**src/rtl/wesp_pkg.sv**
```systemverilog
/*
  wesp_pkg: register map, field positions, reset values and timing counts
  for the single-word waveform port. Assumes a 125 MHz system clock.
*/
package wesp_pkg;
  // register byte offsets on the AXI4-Lite slave
  localparam logic [7:0] OFS_IF_CONFIG = 8'h00;
  localparam logic [7:0] OFS_TRIGGER = 8'h04;
  localparam logic [7:0] OFS_DATA_HIGH = 8'h08;
  localparam logic [7:0] OFS_DATA_LOW_TRIG = 8'h0C;
  localparam logic [7:0] OFS_DATA_LOW_QUIET = 8'h10;
  localparam logic [7:0] OFS_DATA_READ_TRIG = 8'h14;
  localparam logic [7:0] OFS_READY_STATUS = 8'h18;
  localparam logic [7:0] OFS_IRQ_STATUS = 8'h1C;
  localparam logic [7:0] OFS_IRQ_ENABLE = 8'h20;
  localparam logic [7:0] OFS_IRQ_CLEAR = 8'h24;
  localparam logic [7:0] OFS_WAVE_SLOT = 8'h28;
  // interface_config fields
  localparam int CFG_CLK_SRC = 7;
  localparam int CFG_FREQ_SEL = 6;
  localparam int CFG_CLK_OE = 5;
  localparam int CFG_CLK_INV = 4;
  localparam int CFG_SYNC_SEL = 3;
  localparam int CFG_DBG_EN = 2;
  localparam logic [1:0] MODE_ENGINE = 2'h2;
  localparam logic [7:0] CFG_RESET = 8'h00;
  localparam int TRIG_DONE_BIT = 7;
  // interrupt bits
  localparam int IRQ_WR_DONE = 0;
  localparam int IRQ_RD_DONE = 1;
  localparam int NUM_WAVE_SLOTS = 4;
  // interface clock rates, in kHz, and system clock rate
  localparam int SYS_CLK_KHZ = 125000;
  localparam int IFC_FAST_KHZ = 48000;
  localparam int IFC_SLOW_KHZ = 30000;
  localparam int ACC_WIDTH = 18;
  // engine states
  typedef enum logic [2:0] {
    WESP_S0 = 3'b000,
    WESP_S1 = 3'b001,
    WESP_S2 = 3'b010,
    WESP_IDLE = 3'b111
  } wesp_state_e;
endpackage

```
**src/rtl/wesp_port.sv**
```systemverilog
/*
  wesp_port: AXI4-Lite register slave and single-word waveform engine that
  masters a 16-bit bus to an external synchronous FIFO. Assumes pins and the
  external clock are asynchronous and are synchronised here.
*/
// Behaviour
// - slot register stores a 2-bit value that reads back; the engine does not use it.
// - clock source bit 1 selects internal interface clock, 0 external clock.
// - frequency bit 1 gives 48 MHz internal clock, else lower rate.
// - clock output enable bit drives interface clock onto clock pin.
// - clock polarity bit inverts driven interface clock.
// - sync select bit ignored in engine mode; always clock-referenced.
// - debug enable bit shows engine state on three debug pins.
// - mode field 10 selects engine mode, else plain port mode.
// - write to low trigger register launches single-word write.
// - high register byte goes on bus 7:0, trigger byte on 15:8.
// - done flag bit 7 of trigger register reads 1 when idle.
// - read of read-trigger register launches single-word read, returns dummy.
// - captured word held in high and quiet low registers; reads start nothing.
// - ready-status register shows live ready inputs, bit1 space, bit0 data.
// - write steps states 0,1 then idle; data and strobe in state 0.
// - read steps states 0,1,2 then idle; samples bus at state 2 end.
`timescale 1ns/1ps
`default_nettype none
module wesp_port (
  input wire logic i_clk_sys,
  input wire logic i_rst,
  input wire logic [7:0] s_axi_awaddr,
  input wire logic s_axi_awvalid,
  output logic s_axi_awready,
  input wire logic [31:0] s_axi_wdata,
  input wire logic [3:0] s_axi_wstrb,
  input wire logic s_axi_wvalid,
  output logic s_axi_wready,
  output logic [1:0] s_axi_bresp,
  output logic s_axi_bvalid,
  input wire logic s_axi_bready,
  input wire logic [7:0] s_axi_araddr,
  input wire logic s_axi_arvalid,
  output logic s_axi_arready,
  output logic [31:0] s_axi_rdata,
  output logic [1:0] s_axi_rresp,
  output logic s_axi_rvalid,
  input wire logic s_axi_rready,
  input wire logic i_ext_clk,
  input wire logic [15:0] i_bus_data,
  output logic [15:0] o_bus_data,
  output logic o_bus_data_oe,
  output logic o_write_strobe_n,
  output logic o_read_enable_n,
  output logic o_output_enable_n,
  input wire logic i_fifo_has_space,
  input wire logic i_fifo_has_data,
  output logic o_if_clk,
  output logic o_if_clk_oe,
  output logic [2:0] o_state_debug,
  output logic o_port_mode,
  output logic o_irq
);
  logic [7:0] cfg_ff, nxt_cfg;
  logic [7:0] dhi_ff, nxt_dhi;
  logic [7:0] dlo_ff, nxt_dlo;
  logic [1:0] slot_ff, nxt_slot;
  logic [1:0] ists_ff, nxt_ists;
  logic [1:0] ien_ff, nxt_ien;
  logic aw_ff, nxt_aw, w_ff, nxt_w;
  logic [7:0] awa_ff, nxt_awa;
  logic [31:0] wd_ff, nxt_wd;
  logic [3:0] ws_ff, nxt_ws;
  logic bv_ff, nxt_bv, rv_ff, nxt_rv;
  logic [1:0] br_ff, nxt_br, rr_ff, nxt_rr;
  logic [31:0] rd_ff, nxt_rd;
  wesp_pkg::wesp_state_e st_ff, nxt_st;
  logic is_rd_ff, nxt_is_rd;
  logic [15:0] dout_ff, nxt_dout;
  logic [2:0] ext_sync_ff, sp_sync_ff, dt_sync_ff;
  logic [15:0] bus_s1_ff, bus_s2_ff;
  logic int_tick, int_level, ext_tick, if_tick, if_level;
  logic engine_mode, idle, wr_go, rd_go, wr_fire, rd_fire;

  // sync of external clock, ready and bus pins; only stage 2 onward is read
  always_ff @(posedge i_clk_sys)
  begin
    if (i_rst)
    begin
      ext_sync_ff <= 3'h0;
      sp_sync_ff <= 3'h0;
      dt_sync_ff <= 3'h0;
      bus_s1_ff <= 16'h0000;
      bus_s2_ff <= 16'h0000;
    end
    else
    begin
      ext_sync_ff <= {ext_sync_ff[1:0], i_ext_clk};
      sp_sync_ff <= {sp_sync_ff[1:0], i_fifo_has_space};
      dt_sync_ff <= {dt_sync_ff[1:0], i_fifo_has_data};
      bus_s1_ff <= i_bus_data;
      bus_s2_ff <= bus_s1_ff;
    end
  end

  wesp_clk_gen u_clk_gen (
    .i_clk_sys(i_clk_sys),
    .i_rst(i_rst),
    .i_fast(cfg_ff[wesp_pkg::CFG_FREQ_SEL]),
    .o_tick(int_tick),
    .o_level(int_level)
  );

  assign ext_tick = ext_sync_ff[1] & ~ext_sync_ff[2];
  // source select; sync bit plays no part
  assign if_tick = cfg_ff[wesp_pkg::CFG_CLK_SRC] ? int_tick : ext_tick;
  assign if_level = cfg_ff[wesp_pkg::CFG_CLK_SRC] ? int_level : ext_sync_ff[2];
  assign engine_mode = (cfg_ff[1:0] == wesp_pkg::MODE_ENGINE);
  assign idle = (st_ff == wesp_pkg::WESP_IDLE);

  // axi write path
  assign s_axi_awready = ~aw_ff & ~bv_ff;
  assign s_axi_wready = ~w_ff & ~bv_ff;
  assign wr_go = aw_ff & w_ff & ~bv_ff;
  assign rd_go = s_axi_arvalid & s_axi_arready;
  assign s_axi_arready = ~rv_ff;
  assign wr_fire = wr_go & (awa_ff == wesp_pkg::OFS_DATA_LOW_TRIG) & ws_ff[0]
    & idle & engine_mode;
  assign rd_fire = rd_go & (s_axi_araddr == wesp_pkg::OFS_DATA_READ_TRIG)
    & idle & engine_mode & ~wr_fire;

  always_comb
  begin
    nxt_aw = aw_ff;
    nxt_w = w_ff;
    nxt_awa = awa_ff;
    nxt_wd = wd_ff;
    nxt_ws = ws_ff;
    nxt_bv = bv_ff;
    nxt_br = br_ff;
    nxt_cfg = cfg_ff;
    nxt_dhi = dhi_ff;
    nxt_dlo = dlo_ff;
    nxt_slot = slot_ff;
    nxt_ien = ien_ff;
    nxt_ists = ists_ff;
    if (s_axi_awvalid & s_axi_awready)
    begin
      nxt_aw = 1'b1;
      nxt_awa = {s_axi_awaddr[7:2], 2'b00};
    end
    if (s_axi_wvalid & s_axi_wready)
    begin
      nxt_w = 1'b1;
      nxt_wd = s_axi_wdata;
      nxt_ws = s_axi_wstrb;
    end
    if (bv_ff & s_axi_bready)
      nxt_bv = 1'b0;
    if (wr_go)
    begin
      nxt_aw = 1'b0;
      nxt_w = 1'b0;
      nxt_bv = 1'b1;
      nxt_br = 2'b00;
      case (awa_ff)
        wesp_pkg::OFS_IF_CONFIG:
        begin
          if (ws_ff[0])
            nxt_cfg = wd_ff[7:0];
        end
        wesp_pkg::OFS_DATA_HIGH:
        begin
          if (ws_ff[0])
            nxt_dhi = wd_ff[7:0];
        end
        wesp_pkg::OFS_DATA_LOW_TRIG, wesp_pkg::OFS_DATA_LOW_QUIET:
        begin
          if (ws_ff[0])
            nxt_dlo = wd_ff[7:0];
        end
        wesp_pkg::OFS_WAVE_SLOT:
        begin
          if (ws_ff[0])
            nxt_slot = wd_ff[1:0];
        end
        wesp_pkg::OFS_IRQ_ENABLE:
        begin
          if (ws_ff[0])
            nxt_ien = wd_ff[1:0];
        end
        wesp_pkg::OFS_IRQ_CLEAR:
        begin
          if (ws_ff[0])
            nxt_ists = ists_ff & ~wd_ff[1:0];
        end
        wesp_pkg::OFS_TRIGGER, wesp_pkg::OFS_DATA_READ_TRIG,
        wesp_pkg::OFS_READY_STATUS, wesp_pkg::OFS_IRQ_STATUS: nxt_br = 2'b00;
        default: nxt_br = 2'b10;
      endcase
    end
    // capture completed read word
    if (is_rd_ff & (st_ff == wesp_pkg::WESP_S2) & if_tick)
    begin
      nxt_dhi = bus_s2_ff[7:0];
      nxt_dlo = bus_s2_ff[15:8];
    end
    // set beats clear
    if (if_tick & ~idle & (st_ff == wesp_pkg::WESP_S1) & ~is_rd_ff)
      nxt_ists[wesp_pkg::IRQ_WR_DONE] = 1'b1;
    if (if_tick & (st_ff == wesp_pkg::WESP_S2))
      nxt_ists[wesp_pkg::IRQ_RD_DONE] = 1'b1;
  end

  // axi read path
  always_comb
  begin
    nxt_rv = rv_ff;
    nxt_rd = rd_ff;
    nxt_rr = rr_ff;
    if (rv_ff & s_axi_rready)
      nxt_rv = 1'b0;
    if (rd_go)
    begin
      nxt_rv = 1'b1;
      nxt_rr = 2'b00;
      nxt_rd = 32'h0000_0000;
      case ({s_axi_araddr[7:2], 2'b00})
        wesp_pkg::OFS_IF_CONFIG: nxt_rd[7:0] = cfg_ff;
        wesp_pkg::OFS_TRIGGER: nxt_rd[wesp_pkg::TRIG_DONE_BIT] = idle;
        wesp_pkg::OFS_DATA_HIGH: nxt_rd[7:0] = dhi_ff;
        wesp_pkg::OFS_DATA_LOW_TRIG: nxt_rd[7:0] = dlo_ff;
        wesp_pkg::OFS_DATA_LOW_QUIET: nxt_rd[7:0] = dlo_ff;
        wesp_pkg::OFS_DATA_READ_TRIG: nxt_rd = 32'h0000_0000; // dummy
        wesp_pkg::OFS_READY_STATUS: nxt_rd[1:0] = {sp_sync_ff[2], dt_sync_ff[2]};
        wesp_pkg::OFS_IRQ_STATUS: nxt_rd[1:0] = ists_ff;
        wesp_pkg::OFS_IRQ_ENABLE: nxt_rd[1:0] = ien_ff;
        wesp_pkg::OFS_IRQ_CLEAR: nxt_rd = 32'h0000_0000;
        wesp_pkg::OFS_WAVE_SLOT: nxt_rd[1:0] = slot_ff;
        default: nxt_rr = 2'b10;
      endcase
    end
  end

  // waveform engine
  always_comb
  begin
    nxt_st = st_ff;
    nxt_is_rd = is_rd_ff;
    nxt_dout = dout_ff;
    if (wr_fire)
    begin
      nxt_st = wesp_pkg::WESP_S0; // done drops here
      nxt_is_rd = 1'b0;
      nxt_dout = {wd_ff[7:0], dhi_ff};
    end
    else if (rd_fire)
    begin
      nxt_st = wesp_pkg::WESP_S0;
      nxt_is_rd = 1'b1;
    end
    else if (if_tick)
    begin
      case (st_ff)
        wesp_pkg::WESP_S0: nxt_st = wesp_pkg::WESP_S1;
        wesp_pkg::WESP_S1:
          nxt_st = is_rd_ff ? wesp_pkg::WESP_S2 : wesp_pkg::WESP_IDLE;
        wesp_pkg::WESP_S2: nxt_st = wesp_pkg::WESP_IDLE; // word taken on this tick
        default: nxt_st = wesp_pkg::WESP_IDLE;
      endcase
    end
  end

  always_ff @(posedge i_clk_sys)
  begin
    if (i_rst)
    begin
      cfg_ff <= wesp_pkg::CFG_RESET;
      dhi_ff <= 8'h00;
      dlo_ff <= 8'h00;
      slot_ff <= 2'h0;
      ists_ff <= 2'h0;
      ien_ff <= 2'h0;
      aw_ff <= 1'b0;
      w_ff <= 1'b0;
      awa_ff <= 8'h00;
      wd_ff <= 32'h0000_0000;
      ws_ff <= 4'h0;
      bv_ff <= 1'b0;
      br_ff <= 2'h0;
      rv_ff <= 1'b0;
      rr_ff <= 2'h0;
      rd_ff <= 32'h0000_0000;
      st_ff <= wesp_pkg::WESP_IDLE;
      is_rd_ff <= 1'b0;
      dout_ff <= 16'h0000;
    end
    else
    begin
      cfg_ff <= nxt_cfg;
      dhi_ff <= nxt_dhi;
      dlo_ff <= nxt_dlo;
      slot_ff <= nxt_slot;
      ists_ff <= nxt_ists;
      ien_ff <= nxt_ien;
      aw_ff <= nxt_aw;
      w_ff <= nxt_w;
      awa_ff <= nxt_awa;
      wd_ff <= nxt_wd;
      ws_ff <= nxt_ws;
      bv_ff <= nxt_bv;
      br_ff <= nxt_br;
      rv_ff <= nxt_rv;
      rr_ff <= nxt_rr;
      rd_ff <= nxt_rd;
      st_ff <= nxt_st;
      is_rd_ff <= nxt_is_rd;
      dout_ff <= nxt_dout;
    end
  end

  // S0 of a write: strobe and data; S0 to S2 of read: read enable low
  assign o_bus_data = dout_ff;
  assign o_bus_data_oe = (st_ff == wesp_pkg::WESP_S0) & ~is_rd_ff;
  assign o_write_strobe_n = ~((st_ff == wesp_pkg::WESP_S0) & ~is_rd_ff);
  assign o_read_enable_n = ~(is_rd_ff & ~idle);
  assign o_output_enable_n = ~(is_rd_ff & ((st_ff == wesp_pkg::WESP_S1) |
    (st_ff == wesp_pkg::WESP_S2)));
  assign o_if_clk = if_level ^ cfg_ff[wesp_pkg::CFG_CLK_INV];
  assign o_if_clk_oe = cfg_ff[wesp_pkg::CFG_CLK_OE];
  assign o_state_debug = cfg_ff[wesp_pkg::CFG_DBG_EN] ? st_ff : 3'h0;
  assign o_port_mode = ~engine_mode;
  assign o_irq = |(ists_ff & ien_ff);
  assign s_axi_bvalid = bv_ff;
  assign s_axi_bresp = br_ff;
  assign s_axi_rvalid = rv_ff;
  assign s_axi_rdata = rd_ff;
  assign s_axi_rresp = rr_ff;
endmodule // wesp_port
`default_nettype wire

```
**src/rtl/wesp_clk_gen.sv**
```systemverilog
/*
  wesp_clk_gen: fractional divider giving one-cycle interface clock enables
  and a square clock level for output. Assumes a single system clock.
*/
`timescale 1ns/1ps
`default_nettype none
module wesp_clk_gen (
  input wire logic i_clk_sys,
  input wire logic i_rst,
  input wire logic i_fast,
  output logic o_tick,
  output logic o_level
);
  localparam logic [17:0] ACC_MOD = 18'(wesp_pkg::SYS_CLK_KHZ / 2);
  localparam logic [17:0] INC_FAST = 18'(wesp_pkg::IFC_FAST_KHZ);
  localparam logic [17:0] INC_SLOW = 18'(wesp_pkg::IFC_SLOW_KHZ);
  logic [17:0] acc_ff, nxt_acc;
  logic half_ff, nxt_half;
  logic tick_ff, nxt_tick;
  logic [17:0] inc;
  always_comb
  begin
    inc = i_fast ? INC_FAST : INC_SLOW;
    nxt_half = half_ff;
    nxt_tick = 1'b0;
    if (acc_ff + inc >= ACC_MOD)
    begin
      nxt_acc = acc_ff + inc - ACC_MOD;
      nxt_half = ~half_ff;
      nxt_tick = ~half_ff;
    end
    else
    begin
      nxt_acc = acc_ff + inc;
    end
  end
  always_ff @(posedge i_clk_sys)
  begin
    if (i_rst)
    begin
      acc_ff <= 18'h0_0000;
      half_ff <= 1'b0;
      tick_ff <= 1'b0;
    end
    else
    begin
      acc_ff <= nxt_acc;
      half_ff <= nxt_half;
      tick_ff <= nxt_tick;
    end
  end
  assign o_tick = tick_ff;
  assign o_level = half_ff;
endmodule // wesp_clk_gen
`default_nettype wire

```
**config.mk**
```make
export PLATFORM = sky130hd
export DESIGN_NAME = wesp_port
export DESIGN_NICKNAME = d
export VERILOG_FILES = /design/src/rtl/wesp_pkg.sv /design/src/rtl/wesp_port.sv /design/src/rtl/wesp_clk_gen.sv
export SDC_FILE = /design/constraint.sdc
export NUM_CORES = 1
export LEC_CHECK = 0
export BUFFER_PORTS_ARGS = -buffer_cell sky130_fd_sc_hd__clkbuf_2
export CAP_MARGIN = 25
export CORE_UTILIZATION = 56
export CTS_BUF_LIST = sky130_fd_sc_hd__clkbuf_8
export CTS_CLUSTER_SIZE = 40
export DETAILED_ROUTE_END_ITERATION = 8
export GPL_ROUTABILITY_DRIVEN = 0
export PLACE_DENSITY = 0.83
export SLEW_MARGIN = 0
export SYNTH_ARGS = -nofsm -noshare
export SYNTH_HDL_FRONTEND = slang
export SYNTH_SLANG_ARGS = --single-unit
```
**constraint.sdc**
```tcl
create_clock -name i_clk_sys -period 3.7 [get_ports i_clk_sys]
set_input_delay 0.37 -clock i_clk_sys [delete_from_list [all_inputs] [get_ports i_clk_sys]]
set_output_delay 0.37 -clock i_clk_sys [all_outputs]
set_load 0.02 [all_outputs]
```
==> flow_metrics.py, run 1 <==
metrics = {
    "flow_run": {
        "max-cap-violations": 0,
    },
    "pwr": {
        "p_int_mw": 3.00,
        "ir_drop_mv": 0.265,
        "clock_power_share_pct": 26.5,
        "sw_frac_of_total_pct": 37.4,
        "p_comb_share_pct": 37.7,
        "power_mw": 4.79,
        "p_leak_nw": 3.04,
        "seq_power_share_pct": 35.8,
        "power_density_nw_per_um2": 646,
        "p_switching_mw": 1.79,
    },
    "final_layout": {
        "areaGrowthSynthToFinish_pct": 13.4,
        "postLayoutCellArea_um2": 7420,
        "layout-drive-gt1-share_pct": 18.1,
        "n_antenna_cell": 0,
        "postLayoutCoreUtil_pct": 65.0,
        "final_cells": 978,
        "nets": 911,
    },
    "global_routing": {
        "track_usage_pct": 25.0,
        "grt_pass1_wl_mm": 23.3,
        "grt_pass1_vias": 5111,
        "antenna_found_initial": 0,
        "gr-total-overflow": 0,
        "grt_max_degree": 97,
    },
    "routing": {
        "wl_per_cell_um": 15.2,
        "totalWireLength_mm": 14.9,
        "final_antenna_net_count": 0,
        "drc": 0,
        "first_iter_violations": 422,
        "num_vias": 5554,
        "via_per_inst": 5.68,
        "drtPass1Iterations": 6,
    },
    "worst_setup_path": {
        "reg2reg_slack_ns": 0.41,
        "r2r_cells": 10,
        "worstReg2RegEnd": "u_clk_gen.acc_ff[13]$_SDFF_PP0_",
        "crit_fanout": 9,
        "end_kind": "register",
        "criticalPathCategory": "reg2reg",
        "cp.arrival_ns": 3.64,
        "cp-start-kind": "register",
        "crit_required_ns": 4.05,
        "r2r_start": "cfg_ff[6]$_SDFFE_PP0P_",
    },
    "timing": {
        "slew-limit-headroom_pct": 39.2,
        "finalWorstSetupSlack_ns": 0.409,
        "fin_crit_sh_pct": 88.9,
        "rsz0062_at_grt": "false",
        "setup_tns_ns": 0,
        "tightest_slew_ns": 0.912,
        "timing.hold.ws_ns": 0.107,
        "report.final.slew_viol_count": 0,
        "finClkSkew_ns": 0.0145,
        "hold_viol": 0,
        "setup_viol_count_final": 0,
        "fin_crit_ns": 3.29,
        "fmax_mhz": 304,
    },
    "synthesis": {
        "synth.most_common_cell": "dfxtp_1",
        "yosysSeqAreaShare_pct": 42.3,
        "synthFlopType": "dfxtp_1",
        "synth_edf_count": 0,
        "syn_area_per_cell_um2": 8.81,
        "synth.distinct_cells": 76,
        "synth.top_cells.by_count": "138 x dfxtp_1, 101 x nor2_1, 51 x nand2_1",
        "synth_warnings": 0,
        "ys_async_sr_fraction_pct": 0,
        "synth_cells": 742,
        "syn_area_um2": 6540,
        "synth_top_cell_by_area": "dfxtp_1",
        "synth_top_area_share_pct": 42.3,
        "synth_seq_cells": 138,
        "synthTopCellsByArea": "dfxtp_1 42%, mux2i_1 7.5%, nor2_1 5.8%",
    },
    "clock_tree": {
        "root_buffer": "clkbuf_8",
        "cts_buffer_depth": 2,
        "cts_tree": "done",
        "clk_pin_slew_ns": 0.08,
        "h-tree-depth": 4,
        "cts.sinks": 138,
        "clock_latency_ns": 0.45,
        "cts_made_buffers": 17,
        "post_cts_resized": 0,
        "postCtsSetupBuffers": 0,
        "cts_hold_buf": 0,
    },
    "min_path": {
        "worstHoldPathType": "in2reg",
        "hold-path-cell-count": 2,
        "min_from": "s_axi_rready",
        "hold_end": "s_axi_rvalid$_SDFFE_PP0P_",
    },
    "die": {
        "die_w_um": 110,
        "rows": 39,
        "initial_core_util_pct": 57.3,
        "ios": 146,
        "dieArea_um2": 12100,
        "core_um2": 11400,
        "die_h_um": 110,
    },
    "placement": {
        "place_hpwl_mm": 10.5,
        "port_buffers": 90,
        "postPlaceCellArea_um2": 7000,
        "dp_slack_ns": 0.451,
        "dp.cells": 946,
    },
    "outcome": {
        "status": "finished clean",
    },
}
[layout make-up]
| cell class | count | area (um2) |
|---|---|---|
| sequential | 138 | 2760 |
| fill | 959 | 4000 |
| clock buffer | 19 | 262 |
| timing repair buffer | 104 | 558 |
| tap | 143 | 179 |
| multi-input combinational | 546 | 3440 |
| clock inverter | 13 | 155 |
| inverter | 15 | 56.3 |
[state kept, by name, summed over array words and instances (netlist names), 2 cells and up]
name / flops
bus_s1_ff: 16
bus_s2_ff: 16
o_bus_data: 16
u_clk_gen.acc_ff: 16
cfg_ff: 8
dhi_ff: 8
dlo_ff: 8
s_axi_rdata: 8
wd_ff: 8
awa_ff: 6
dt_sync_ff: 3
ext_sync_ff: 3
sp_sync_ff: 3
st_ff: 3
ien_ff: 2
ists_ff: 2
slot_ff: 2
[cell usage in the layout (no fill, tap or decap), types with 3 or more instances in the layout]
| master | count |
|---|---|
| inv_1 | 15 |
| a211o_1 | 4 |
| nand4b_1 | 3 |
| o21ai_0 | 17 |
| mux2i_1 | 49 |
| nor2b_1 | 48 |
| dfxtp_1 | 138 |
| clkinvlp_4 | 3 |
| ha_1 | 10 |
| and3_1 | 5 |
| inv_6 | 6 |
| a311oi_1 | 6 |
| nor4_1 | 4 |
| nand4_1 | 3 |
| buf_4 | 15 |
| and2_1 | 6 |
| nor3b_1 | 5 |
| xnor2_1 | 7 |
| o311ai_0 | 3 |
| nand2b_1 | 14 |
| nor2_1 | 101 |
| nand3b_1 | 4 |
| a2bb2oi_1 | 3 |
| o2bb2ai_1 | 3 |
| clkbuf_2 | 89 |
| xor2_1 | 5 |
| nor3_1 | 14 |
| a21boi_0 | 3 |
| nand3_1 | 17 |
| a21o_1 | 6 |
| a222oi_1 | 6 |
| a22o_1 | 4 |
| nand2_1 | 51 |
| clkbuf_8 | 19 |
| or3_1 | 4 |
| a21oi_1 | 45 |
| conb_1 | 26 |
| o21a_1 | 4 |
| a211oi_1 | 20 |
[worst max-delay path, stage by stage, from the launching register on]
cell and delay [ns]:
dfxtp_1 0.33, inv_1 0.06, ha_1 0.22, fa_1 0.45, a311o_1 0.33, o221a_2 0.26, or2_0 0.36, o311ai_4 0.38
o211ai_2 0.29, and3_1 0.25, a211o_1 0.26
[metal layers]
metal	share of wire, %	wire length, um	global-route usage (%)	vias up
met1	42	6260	29.4	2551
li1	-	-	-	2728
met3	6.0	897	5.58	46
met5	0	0	0	-
met4	3.2	469	12.8	0
met2	49	7250	42.7	229
[power groups by stage]
stage / Sequential [mW] / Combinational, mW / Clock [mW]
global placement: 1.74 / 1.68 / 0
floorplan: 1.71 / 1.42 / 0
detailed placement: 1.75 / 1.76 / 0
global route: 1.73 / 1.98 / 1.34
finish: 1.72 / 1.81 / 1.27
CTS: 1.71 / 1.77 / 1.29
[kinds of logic (layout without fill, tap and decap cells)]
kind of cell / Yosys count / after routing / share of synthesized area [%]
AO/OA/AOI/OAI: 153 / 153 / 16.8
XOR/XNOR: 12 / 12 / 1.61
adder cells (fa/ha/maj): 11 / 11 / 2.22
buffers and inverters: 83 / 151 / 6.60
flip-flops: 138 / 138 / 42.3
multiplexers: 49 / 49 / 7.50
other: 1 / 26 / 0.0574
AND/OR/NAND/NOR: 295 / 295 / 22.9
[how the worst max path moves through the flow]
| stage | startpoint | endpoint | slack (ns) | cells past startpoint |
|---|---|---|---|---|
| 6_report | cfg_ff[6]$_SDFFE_PP0P_ | u_clk_gen.acc_ff[13]$_SDFF_PP0_ | 0.41 | 10 |
| 5_1_grt | cfg_ff[6]$_SDFFE_PP0P_ | u_clk_gen.acc_ff[3]$_SDFFE_PP0P_ | 0.24 | 11 |
| 4_1_cts | cfg_ff[6]$_SDFFE_PP0P_ | u_clk_gen.acc_ff[6]$_SDFF_PP0_ | 0.46 | 10 |
| 3_5_place_dp | cfg_ff[6]$_SDFFE_PP0P_ | u_clk_gen.acc_ff[13]$_SDFF_PP0_ | 0.45 | 10 |
| 3_3_place_gp | cfg_ff[6]$_SDFFE_PP0P_ | u_clk_gen.acc_ff[13]$_SDFF_PP0_ | 0.51 | 10 |
| 2_1_floorplan | cfg_ff[6]$_SDFFE_PP0P_ | u_clk_gen.acc_ff[13]$_SDFF_PP0_ | 0.54 | 11 |
(Power assumes the default switching activity.)
==> run 2: changes to the inputs <==
==> constraint.sdc (replaced) <==
create_clock -name i_clk_sys -period 3.08 [get_ports i_clk_sys]
set_input_delay 0.308 -clock i_clk_sys [delete_from_list [all_inputs] [get_ports i_clk_sys]]
set_output_delay 0.308 -clock i_clk_sys [all_outputs]
set_load 0.02 [all_outputs]
==> flow_metrics.py, run 2 (synthesis results as in run 1) <==
metrics = {
    "die": {
        "core_um2": 11400,
        "dieArea_um2": 12100,
        "die_h_um": 110,
        "rows": 39,
        "die_w_um": 110,
        "initial_core_util_pct": 57.3,
        "ios": 146,
    },
    "timing": {
        "tightest_slew_ns": 0.896,
        "fmax_mhz": 337,
        "finClkSkew_ns": 0.0108,
        "report.final.slew_viol_count": 0,
        "fin_crit_ns": 2.97,
        "slew-limit-headroom_pct": 39.9,
        "hold_viol": 0,
        "rsz0062_at_grt": "true",
        "fin_crit_sh_pct": 96.5,
        "timing.hold.ws_ns": 0.0589,
        "setup_viol_count_final": 0,
    },
    "clock_tree": {
        "cts_buffer_depth": 2,
        "root_buffer": "clkbuf_8",
        "clock_latency_ns": 0.43,
        "cts_made_buffers": 17,
        "clk_pin_slew_ns": 0.08,
        "cts_tree": "done",
        "cts.sinks": 138,
        "h-tree-depth": 4,
        "cts_hold_buf": 0,
    },
    "worst_setup_path": {
        "crit_fanout": 4,
        "cp.arrival_ns": 3.31,
        "cp-start-kind": "register",
        "end_kind": "register",
        "criticalPathCategory": "reg2reg",
        "crit_required_ns": 3.42,
    },
    "final_layout": {
        "layout-drive-gt1-share_pct": 21.0,
        "areaGrowthSynthToFinish_pct": 16.4,
        "postLayoutCoreUtil_pct": 66.7,
        "mostFrequentLayoutCell": "dfxtp_1",
        "final_cells": 992,
        "nets": 926,
        "multiInputGateArea_um2": 3520,
        "n_antenna_cell": 0,
        "regArea_um2": 2760,
        "layout_common_cells": "137 x dfxtp_1, 101 x nor2_1, 89 x clkbuf_2",
        "fill_cells": 920,
    },
    "placement": {
        "dp.cells": 958,
        "port_buffers": 90,
        "place_hpwl_mm": 10.8,
    },
    "routing": {
        "first_iter_violations": 504,
        "via_per_inst": 5.72,
        "drtPass1Iterations": 7,
        "num_vias": 5672,
        "drc": 0,
        "final_antenna_net_count": 0,
        "totalWireLength_mm": 15.2,
        "wl_per_cell_um": 15.3,
    },
    "pwr": {
        "power_density_nw_per_um2": 801,
        "p_leak_nw": 3.13,
        "ir_drop_mv": 0.424,
    },
    "global_routing": {
        "grt_pass1_vias": 5172,
        "grt_pass1_wl_mm": 23.7,
        "grt_max_degree": 87,
        "antenna_found_initial": 0,
        "track_usage_pct": 25.5,
        "gr-total-overflow": 0,
    },
    "flow_run": {
        "max-cap-violations": 0,
    },
    "min_path": {
        "worstHoldPathType": "in2reg",
    },
    "outcome": {
        "status": "finished clean",
    },
}
==> run 2: changes by cell type in the layout (fill, tap and decap cells not counted), moves of 2 or more <==
cell	before	now
a21oi_1	45	43
xnor2_2	0	2
clkinv_4	1	4
clkbuf_8	19	17
inv_6	6	2
a21oi_2	0	2
buf_4	15	29
xnor2_1	7	5
==> run 2: routing by layer <==
| layer | vias to the layer above | wire (um) | track usage (%) |
|---|---|---|---|
| li1 | 2753 | - | - |
| met1 | 2633 | 6370 | 31.0 |
| met3 | 48 | 1010 | 6.47 |
| met4 | 0 | 418 | 10.7 |
| met5 | - | 0 | 0 |
| met2 | 238 | 7420 | 42.7 |
==> run 2: final cells by class <==
class                      instances  share of cell area [%]
clock inverter                    14                    2.28
tap                              143                    2.35
sequential                       138                    36.3
timing repair buffer             119                    8.97
inverter                          15                   0.740
clock buffer                      17                    3.07
multi-input combinational        546                    46.3
==> run 2: power by group <==
group / switching (mW) / internal [mW]
clock: 0.695 / 0.801
sequential: 0.133 / 1.94
combinational: 1.42 / 1.11
total: 2.25 / 3.85
==> run 2: per-stage QoR <==
stage / instance area [um2] / setup slack (ns) / setup TNS, ns / power [mW]
after global placement: 7110 / 0.0877 / 0 / 4.27
final: 7610 / 0.109 / 0 / 6.10
after detailed placement: 7110 / 0.0374 / 0 / 4.38
after global routing: 7610 / -0.0584 / -0.123 / 6.47
after floorplan: 6640 / 0.00417 / 0 / 3.77
after CTS: 7510 / 0.0449 / 0 / 5.88
==> run 2: repair_timing <==
item	CTS	global route
cloned	0	0
setup buffers	0	3
resized for setup	1	15
setup endpoints to repair	1	16
pin swaps	0	3
==> run 2: worst paths after layout <==
| kind | from | slack [ns] | endpoint | cells past startpoint |
|---|---|---|---|---|
| max | cfg_ff[6]$_SDFFE_PP0P_ | 0.11 | u_clk_gen.acc_ff[14]$_SDFF_PP0_ | 11 |
| min reg2reg | bus_s1_ff[4]$_SDFF_PP0_ | 0.44 | bus_s2_ff[4]$_SDFF_PP0_ | 1 |
| min | s_axi_rready | 0.06 | s_axi_rvalid$_SDFFE_PP0P_ | 2 |
| max reg2reg | cfg_ff[6]$_SDFFE_PP0P_ | 0.11 | u_clk_gen.acc_ff[14]$_SDFF_PP0_ | 11 |
==> run 2: worst max-delay path, cell delays in order (launching register included) <==
cell and delay, ns:
dfxtp_2 0.34, inv_1 0.05, ha_1 0.20, fa_2 0.35, a311o_1 0.31, o221a_2 0.25, buf_4 0.14, nor2_1 0.13
xor2_1 0.27, or3b_2 0.49, o21ai_0 0.14, nor3b_1 0.21
